## src/adc_irq_cfg.svh

```systemverilog
// constants for the converter second-level and vectored top-level interrupt logic
`ifndef ADC_IRQ_CFG_SVH
`define ADC_IRQ_CFG_SVH

// register byte addresses
`define ADDR_FLAGS      32'h4000A810
`define ADDR_CFG        32'h4000A850
`define ADDR_MASK_SET   32'h4000A900
`define ADDR_MASK_CLR   32'h4000A904
`define ADDR_PEND_SET   32'h4000A908
`define ADDR_PEND_CLR   32'h4000A90C
`define ADDR_ACTIVE     32'h4000A910
`define ADDR_CTL_STATUS 32'h4000A914
`define ADDR_CTL_MASK   32'h4000A918
`define ADDR_PRIO_BASE  32'h4000A980
`define ADDR_VEC_BASE   32'h4000AB00
`define TABLE_BYTES     32'h00000084

// second-level flag and enable positions
`define BIT_OVF  4
`define BIT_SAT  3
`define BIT_FULL 2
`define BIT_HALF 1
`define BIT_DATA 0
`define SRC_W    5

// exception table shape
`define NUM_STD      16
`define NUM_PERIPH   17
`define NUM_EXC      33
`define FIRST_PERIPH 16
`define ADC_POS      27
`define STACK_POS    0
`define RESET_POS    1
`define FIXED_LAST   3
`define STD_VALID    16'hD87E
`define PRIO_W       5
`define POS_W        6

// controller status bits
`define ST_DISPATCH 0
`define ST_BOOT     1
`define CTL_W       2

`endif

```

## src/adc_irq_pkg.sv

```systemverilog
// types shared by the interrupt logic
package adc_irq_pkg;

  // converter event strobes, bit order matches the flag register
  typedef struct packed {
    logic ovf;
    logic sat;
    logic full;
    logic half;
    logic data;
  } adc_events_t;

  // register port request
  typedef struct packed {
    logic [31:0] addr;
    logic [31:0] wdata;
    logic        wr;
    logic        rd;
  } reg_req_t;

  // exception handed to the core
  typedef struct packed {
    logic        valid;
    logic [5:0]  pos;
    logic [31:0] vector;
  } exc_out_t;

  // boot fetch handed to the core
  typedef struct packed {
    logic        valid;
    logic [31:0] sp;
    logic [31:0] pc;
  } boot_out_t;

  typedef struct packed {
    logic [4:0] flags;
    logic [4:0] cfg;
    logic       req;
  } flag_state_t;

  typedef struct packed {
    logic [16:0]       mask;
    logic [16:0]       pend;
    logic [32:0]       active;
    logic [32:0][4:0]  prio;
    logic [32:0][31:0] vec;
    logic [31:0]       rdata;
    exc_out_t          exc;
    boot_out_t         boot;
    logic              boot_done;
    logic [1:0]        ctl_status;
    logic [1:0]        ctl_mask;
    logic              irq;
  } top_state_t;

endpackage : adc_irq_pkg

```

## src/adc_event_flags.sv

```systemverilog
// converter second-level pending flags, enables and combined request
`include "adc_irq_cfg.svh"

module adc_event_flags (
  input  wire logic                   core_clk,
  input  wire logic                   nrst,
  input  wire adc_irq_pkg::adc_events_t events,
  input  wire logic                   wr_flags,
  input  wire logic                   wr_cfg,
  input  wire logic [4:0]             wdata,
  output logic      [4:0]             flags,
  output logic      [4:0]             cfg,
  output logic                        req
);

  adc_irq_pkg::flag_state_t st;
  adc_irq_pkg::flag_state_t next_st;

  // events set flags; a write of ones clears, a same-cycle event wins
  always_comb begin
    next_st = st;
    next_st.flags = (st.flags & ~(wr_flags ? wdata : 5'h00)) | events;
    if (wr_cfg) begin
      next_st.cfg = wdata;
    end
    next_st.req = |(st.flags & st.cfg);
  end

  always_ff @(posedge core_clk) begin
    if (!nrst) begin
      st <= '0;
    end else begin
      st <= next_st;
    end
  end

  assign flags = st.flags;
  assign cfg   = st.cfg;
  assign req   = st.req;
endmodule : adc_event_flags

```

## src/vectored_irq_top.sv

```systemverilog
// vectored top-level interrupt controller with converter second level
//
// The plain strobed port was decided locally.
`include "adc_irq_cfg.svh"

module vectored_irq_top #(
  parameter logic [31:0] BOOT_SP = 32'h00000000,
  parameter logic [31:0] BOOT_PC = 32'h00000000
) (
  input  wire logic                     core_clk,
  input  wire logic                     nrst,
  input  wire adc_irq_pkg::reg_req_t    reg_req,
  output logic      [31:0]              reg_rdata,
  input  wire adc_irq_pkg::adc_events_t adc_events,
  input  wire logic [15:0]              std_req,
  input  wire logic [16:0]              periph_req,
  input  wire logic                     core_ack,
  input  wire logic                     exc_done,
  input  wire logic [5:0]               exc_done_pos,
  output adc_irq_pkg::exc_out_t         exc,
  output adc_irq_pkg::boot_out_t        boot,
  output logic                          irq
);

  localparam int          NEXC    = `NUM_EXC;
  localparam int          NSTD    = `NUM_STD;
  localparam int          ADC_IDX = `ADC_POS - `FIRST_PERIPH;
  localparam logic [15:0] STD_OK  = `STD_VALID;

  adc_irq_pkg::top_state_t st;
  adc_irq_pkg::top_state_t next_st;

  logic [4:0]  adc_flags;
  logic [4:0]  adc_cfg;
  logic        adc_req;
  logic        wr_flags;
  logic        wr_cfg;
  logic [6:0]  prio_hit;
  logic [6:0]  vec_hit;
  logic        vec_wr;

  // table region decode: {hit, index}
  function automatic logic [6:0] table_hit(input logic [31:0] a, input logic [31:0] base);
    logic [31:0] off;
    off = a - base;
    table_hit = {(a >= base) && (off < `TABLE_BYTES) && (off[1:0] == 2'b00), off[7:2]};
  endfunction : table_hit

  // ordering key: fixed class first, then software level, then position
  function automatic logic [11:0] exc_key(input logic [5:0] pos, input logic [4:0] p);
    if (pos <= 6'(`FIXED_LAST)) begin
      exc_key = {1'b0, 5'h00, pos};
    end else begin
      exc_key = {1'b1, p, pos};
    end
  endfunction : exc_key

  // register strobes
  assign wr_flags = reg_req.wr && (reg_req.addr == `ADDR_FLAGS);
  assign wr_cfg   = reg_req.wr && (reg_req.addr == `ADDR_CFG);
  assign prio_hit = table_hit(reg_req.addr, `ADDR_PRIO_BASE);
  assign vec_hit  = table_hit(reg_req.addr, `ADDR_VEC_BASE);
  assign vec_wr   = reg_req.wr && vec_hit[6];

  adc_event_flags u_flags (
    .core_clk (core_clk),
    .nrst     (nrst),
    .events   (adc_events),
    .wr_flags (wr_flags),
    .wr_cfg   (wr_cfg),
    .wdata    (reg_req.wdata[4:0]),
    .flags    (adc_flags),
    .cfg      (adc_cfg),
    .req      (adc_req)
  );

  // whole controller: registers, pending latch, arbitration, boot fetch
  always_comb begin
    logic [16:0] lvl;
    logic [16:0] pset;
    logic [16:0] pclr;
    logic [11:0] best;
    logic [11:0] k;
    logic        found;
    logic        cand;
    logic [1:0]  ev;
    logic [1:0]  rclr;
    next_st = st;
    lvl     = periph_req;
    pset    = 17'h00000;
    pclr    = 17'h00000;
    best    = 12'hFFF;
    k       = 12'hFFF;
    found   = 1'b0;
    cand    = 1'b0;
    ev      = 2'h0;
    rclr    = 2'h0;
    lvl[ADC_IDX] = adc_req;

    // boot: one fetch of stack and reset entries after release
    next_st.boot.valid = 1'b0;
    if (!st.boot_done) begin
      next_st.boot_done  = 1'b1;
      next_st.boot.valid = 1'b1;
      next_st.boot.sp    = st.vec[`STACK_POS];
      next_st.boot.pc    = st.vec[`RESET_POS];
      ev[`ST_BOOT]       = 1'b1;
    end

    // core takes the offered exception
    if (st.exc.valid && core_ack) begin
      next_st.active[st.exc.pos] = 1'b1;
      next_st.exc.valid          = 1'b0;
      if (st.exc.pos >= 6'(`FIRST_PERIPH)) begin
        pclr[5'(st.exc.pos - 6'(`FIRST_PERIPH))] = 1'b1;
      end
    end
    if (exc_done && (exc_done_pos < 6'(NEXC))) begin
      next_st.active[exc_done_pos] = 1'b0;
    end

    // register writes
    if (reg_req.wr) begin
      case (reg_req.addr)
        `ADDR_MASK_SET: next_st.mask = st.mask | reg_req.wdata[16:0];
        `ADDR_MASK_CLR: next_st.mask = st.mask & ~reg_req.wdata[16:0];
        `ADDR_PEND_SET: pset = reg_req.wdata[16:0];
        `ADDR_PEND_CLR: pclr = pclr | reg_req.wdata[16:0];
        `ADDR_CTL_MASK: next_st.ctl_mask = reg_req.wdata[1:0];
        default: begin
          // fixed-priority entries keep level zero
          if (prio_hit[6] && prio_hit[5:0] > 6'(`FIXED_LAST)) begin
            next_st.prio[prio_hit[5:0]] = reg_req.wdata[4:0];
          end
          if (vec_hit[6]) begin
            next_st.vec[vec_hit[5:0]] = reg_req.wdata;
          end
        end
      endcase
    end

    // pending latch: level inputs re-set every cycle, set beats clear
    next_st.pend = (st.pend & ~pclr) | pset | lvl;

    // arbitration only while nothing is offered; lowest key wins
    if (!st.exc.valid && st.boot_done) begin
      for (int i = 1; i < NEXC; i++) begin
        if (i < NSTD) begin
          cand = std_req[i] && STD_OK[i];
        end else begin
          cand = st.pend[i - NSTD] && st.mask[i - NSTD];
        end
        k = exc_key(6'(i), st.prio[i]);
        if (cand && !st.active[i] && (!found || k < best)) begin
          best  = k;
          found = 1'b1;
        end
      end
      if (found) begin
        next_st.exc.valid  = 1'b1;
        next_st.exc.pos    = best[5:0];
        next_st.exc.vector = st.vec[best[5:0]];
        ev[`ST_DISPATCH]   = 1'b1;
      end
    end

    // read data one cycle later, zero when unmapped or idle
    next_st.rdata = 32'h00000000;
    if (reg_req.rd) begin
      case (reg_req.addr)
        `ADDR_FLAGS:      next_st.rdata = {27'h0000000, adc_flags};
        `ADDR_CFG:        next_st.rdata = {27'h0000000, adc_cfg};
        `ADDR_MASK_SET,
        `ADDR_MASK_CLR:   next_st.rdata = {15'h0000, st.mask};
        `ADDR_PEND_SET,
        `ADDR_PEND_CLR:   next_st.rdata = {15'h0000, st.pend};
        `ADDR_ACTIVE:     next_st.rdata = st.active[31:0];
        `ADDR_CTL_STATUS: begin
          next_st.rdata = {30'h00000000, st.ctl_status};
          rclr          = 2'h3;
        end
        `ADDR_CTL_MASK:   next_st.rdata = {30'h00000000, st.ctl_mask};
        default: begin
          if (prio_hit[6]) begin
            next_st.rdata = {27'h0000000, st.prio[prio_hit[5:0]]};
          end else if (vec_hit[6]) begin
            next_st.rdata = st.vec[vec_hit[5:0]];
          end
        end
      endcase
    end

    // sticky controller events, read clears, event in same cycle wins
    next_st.ctl_status = (st.ctl_status & ~rclr) | ev;
    next_st.irq        = |(next_st.ctl_status & next_st.ctl_mask);
  end

  // reset: table words cleared except the boot entries
  always_ff @(posedge core_clk) begin
    if (!nrst) begin
      st                   <= '0;
      st.vec[`STACK_POS]   <= BOOT_SP;
      st.vec[`RESET_POS]   <= BOOT_PC;
    end else begin
      st <= next_st;
    end
  end

  assign reg_rdata = st.rdata;
  assign exc       = st.exc;
  assign boot      = st.boot;
  assign irq       = st.irq;
endmodule : vectored_irq_top

```

## config.mk

```make
export PLATFORM = sky130hd
export DESIGN_NAME = vectored_irq_top
export DESIGN_NICKNAME = d
export VERILOG_FILES = /design/src/adc_irq_pkg.sv /design/src/adc_event_flags.sv /design/src/vectored_irq_top.sv
export VERILOG_INCLUDE_DIRS = /design/src
export SDC_FILE = /design/constraint.sdc
export NUM_CORES = 2
export LEC_CHECK = 0
export BUFFER_PORTS_ARGS = -buffer_cell sky130_fd_sc_hd__buf_4
export CAP_MARGIN = 15
export CORE_MARGIN = 2
export CORE_UTILIZATION = 50
export CTS_CLUSTER_DIAMETER = 100
export CTS_CLUSTER_SIZE = 14
export DETAILED_ROUTE_END_ITERATION = 10
export HOLD_SLACK_MARGIN = 0.06
export PLACE_DENSITY_LB_ADDON = 0.1
export SLEW_MARGIN = 20
export SYNTH_ARGS = -nofsm -noshare
export SYNTH_HDL_FRONTEND = slang
export SYNTH_SLANG_ARGS = --single-unit
```

## constraint.sdc

```tcl
create_clock -name core_clk -period 65.5 [get_ports core_clk]
set_clock_uncertainty 0.2 [all_clocks]
set_input_delay 9.825 -clock core_clk [delete_from_list [all_inputs] [get_ports core_clk]]
set_output_delay 9.825 -clock core_clk [all_outputs]
set_load 0.1 [all_outputs]
```

==> impl_metrics.env <==
export IMPL_synth_seq_cells=1441
export IMPL_most_common_layout_cells="nand2_1 (2925), dfxtp_1 (1440), a21oi_1 (1370), nor2_1 (717), nor3_1 (395)"
export IMPL_clk_path_buf_depth=3
export IMPL_synth_yosys_warnings=0
export IMPL_yosysSeqAreaShare_pct=37.09
export IMPL_postRouteWirelength_mm=340.5
export IMPL_leakage_nw=27.32
export IMPL_initial_core_util_pct=50.43
export IMPL_setup_viol=0
export IMPL_layout_drive_gt1_share_pct=11.26
export IMPL_post_synth_instance_area_um2=77780
export IMPL_numPortBuffers=243
export IMPL_synth_top_cell_area_share_pct=37.09
export IMPL_cts_num_sinks=1441
export IMPL_ff2ff_path_depth=200
export IMPL_grt_pass1_vias=70590
export IMPL_die_width_um=398.4
export IMPL_grt_first_pass_wirelength_mm=483.7
export IMPL_worst_ep_arrival_time_ns=57.21
export IMPL_fin_setup_tns_ns=0
export IMPL_fp_row_count=144
export IMPL_worstPathRequired_ns=66.00
export IMPL_htree_levels=3
export IMPL_viasPerCell=6.590
export IMPL_finalCoreUtilization_pct=53.50
export IMPL_synth_edf_count=0
export IMPL_drt_antenna_violating_nets=0
export IMPL_rsz0062_at_grt="false"
export IMPL_outcome="completed"
export IMPL_crit_slowest_cell="buf_4"
export IMPL_highest_ir_drop_seen_on_vdd_uv=23.95
export IMPL_post_route_drc_count=0
export IMPL_num_io_pins=251
export IMPL_final_max_slew_viols=0
export IMPL_total_power_of_the_final_layout_mw=1.777
export IMPL_hold_worst_slack_ns=0.2623
export IMPL_max_cap_viol_count=0
export IMPL_route_vias_total=76820
export IMPL_maxClockFrequency_mhz=17.63
export IMPL_total_nets_after_synthesis=10300
export IMPL_finalInstanceArea_um2=82510
export IMPL_yosys_most_used_dff="dfxtp_1"
export IMPL_clk_insertion_delay_late_ns=0.80
export IMPL_cts_setup_buffers=0
export IMPL_post_route_min_period_ns=56.71
export IMPL_critical_path_top_cell_by_count="ha_1"
export IMPL_synth_largest_area_cell="dfxtp_1"
export IMPL_ctsResizeCount=0
export IMPL_yosysUniqueCellTypes=118
export IMPL_drt_iter0_markers=11410
export IMPL_synthCells=10100
export IMPL_grt_antenna_before_repair=15
export IMPL_regToRegStartpoint="st[1364]$_SDFF_PN0_"
export IMPL_cts_tree="yes"
export IMPL_total_instance_count_after_detailed_placement=11530
export IMPL_timing_hold_worst_start="st[602]$_SDFFE_PN0P_"
export IMPL_cts_hold_bufs=0
export IMPL_worstSetupPathType="primary input to flip-flop"
export IMPL_critPathLaunch="std_req[2]"
export IMPL_dpl_worst_slack_ns=8.797
export IMPL_cp_endpoint="exc[28]$_SDFFE_PN0P_"
export IMPL_clock_tree_root_cell="clkbuf_16"
export IMPL_final_std_cells_w_o_fill=11660
export IMPL_nNetsFinal=9790
export IMPL_synthToLayoutAreaGrowth_pct=6.076
export IMPL_worst_slew_pin_slew_ns=1.313
export IMPL_pwr_density_nw_per_um2=21.54
export IMPL_startpoint_type="primary input"
export IMPL_crit_reg2reg_capture="exc[28]$_SDFFE_PN0P_"
export IMPL_r2r_slack_ns=17.19
export IMPL_grt_residual_overflow=0
export IMPL_synth_avg_cell_area_um2=7.700
export IMPL_most_common_cell_after_layout_fill_and_taps_aside="nand2_1"
export IMPL_globalplace_congestion=0.9822
export IMPL_grt_total_usage_pct=41.25
export IMPL_core_area_um2=154200
export IMPL_hpwl_mm=199.9
export IMPL_drt_pre_antenna_iters=7
export IMPL_stage_delay_of_the_slowest_cell_on_the_critical_path_ns=0.90
export IMPL_route_detailed_wl_per_inst_um=29.22
export IMPL_final_critical_path_setup_slack_ns=8.792
export IMPL_postPlaceCellArea_um2=79460
export IMPL_critical_path_max_fanout=136
export IMPL_hold_path_class="flip-flop to flip-flop"
export IMPL_cts_buffers=113
export IMPL_synthArstFlopShare_pct=0
export IMPL_timing_critical_path_to_type="flip-flop"
export IMPL_worst_setup_hold_path_clk_slew_ns=0.07
export IMPL_largest_net_degree_at_the_start_of_global_routing=219
export IMPL_synth_area_top_cells="dfxtp_1 (37%), nand2_1 (14%), mux4_2 (10%)"
export IMPL_timing_slew_headroom_pct=11.88
export IMPL_finalHoldViolCount=0
export IMPL_timing_final_crit_share_pct=86.58
export IMPL_die_h_um=398.4
export IMPL_fp_dieArea_um2=158700
[sequential cells by signal (all words and copies together), names as in the netlist, named ones only]
register       count
u_flags.flags      5
u_flags.req        1
boot              65
st              1276
irq                1
reg_rdata         32
exc               39
u_flags.cfg        5
[worst min-delay path by stage]
stage / endpoint / cells after the start
global placement: st[1210]$_SDFFE_PN0P_ / 1
CTS: st[1207]$_SDFFE_PN0P_ / 1
finish: st[602]$_SDFFE_PN0P_ / 2
floorplan: st[1208]$_SDFFE_PN0P_ / 1
global route: st[721]$_SDFFE_PN0P_ / 2
detailed placement: st[1201]$_SDFFE_PN0P_ / 1
[cell families after synthesis]
| family | Yosys count | synth area share, % |
|---|---|---|
| adders and majority gates | 83 | 1.326 |
| AOI/OAI and AO/OA | 2102 | 15.80 |
| xor gates and xnor gates | 11 | 0.1335 |
| DFF | 1441 | 37.09 |
| muxes | 679 | 14.58 |
| buffers and inverters | 1108 | 6.164 |
| and+or+nand+nor | 4678 | 24.91 |
[synth_stat cells, types with 15 or more instances]
| cell type | instances |
|---|---|
| mux4_2 | 359 |
| nand3_1 | 239 |
| o211ai_1 | 23 |
| a22o_1 | 32 |
| nor2b_1 | 25 |
| buf_2 | 74 |
| o21ai_0 | 241 |
| or2_2 | 18 |
| o22ai_1 | 22 |
| o21ai_1 | 15 |
| or3_1 | 45 |
| o221a_2 | 25 |
| o221ai_1 | 44 |
| and3_1 | 17 |
| a21oi_1 | 1370 |
| nor4_1 | 74 |
| a222oi_1 | 19 |
| nand2b_1 | 31 |
| buf_1 | 85 |
| mux2i_1 | 286 |
| dfxtp_1 | 1441 |
| a22oi_1 | 25 |
| a31oi_1 | 76 |
| and2_1 | 41 |
| nand2_1 | 2928 |
| nor2_1 | 756 |
| o211a_1 | 33 |
| nor3_1 | 396 |
| buf_4 | 140 |
| ha_1 | 80 |
| o21a_1 | 16 |
| inv_1 | 76 |
| mux2_2 | 33 |
| clkbuf_1 | 716 |
| nand4_1 | 46 |
[report_power, final]
group	switching (mW)	total, mW	internal [mW]
combinational	0.187	0.244	0.0561
sequential	0.00387	0.882	0.878
clock	0.341	0.652	0.310
total	0.533	1.78	1.24
[worst max-delay path: cells and delay by family]
kind            cells  cell delay (ns)
fa+ha+maj          23             6.69
buf+inv            19             4.01
compound gates     92            22.48
simple gates       56            10.63
mux                11             3.11
[layer usage]
layer	vias to the layer above	track usage (%)	routed length, um
met1	36650	51.42	122900
met4	18	30.36	28740
met2	5294	61.38	145100
li1	33650	-	-
met3	1203	10.99	43240
met5	-	0	539
[cell type report]
class | instances | area (um2)
tap | 2044 | 2557
antenna | 7 | 17.52
inverter | 79 | 304.0
clock buffer | 116 | 2870
timing repair buffer | 408 | 3219
fill | 14620 | 71720
clock inverter | 8 | 142.6
multi-input combinational | 7553 | 44540
sequential | 1441 | 28850
(Power assumes the default switching activity.)
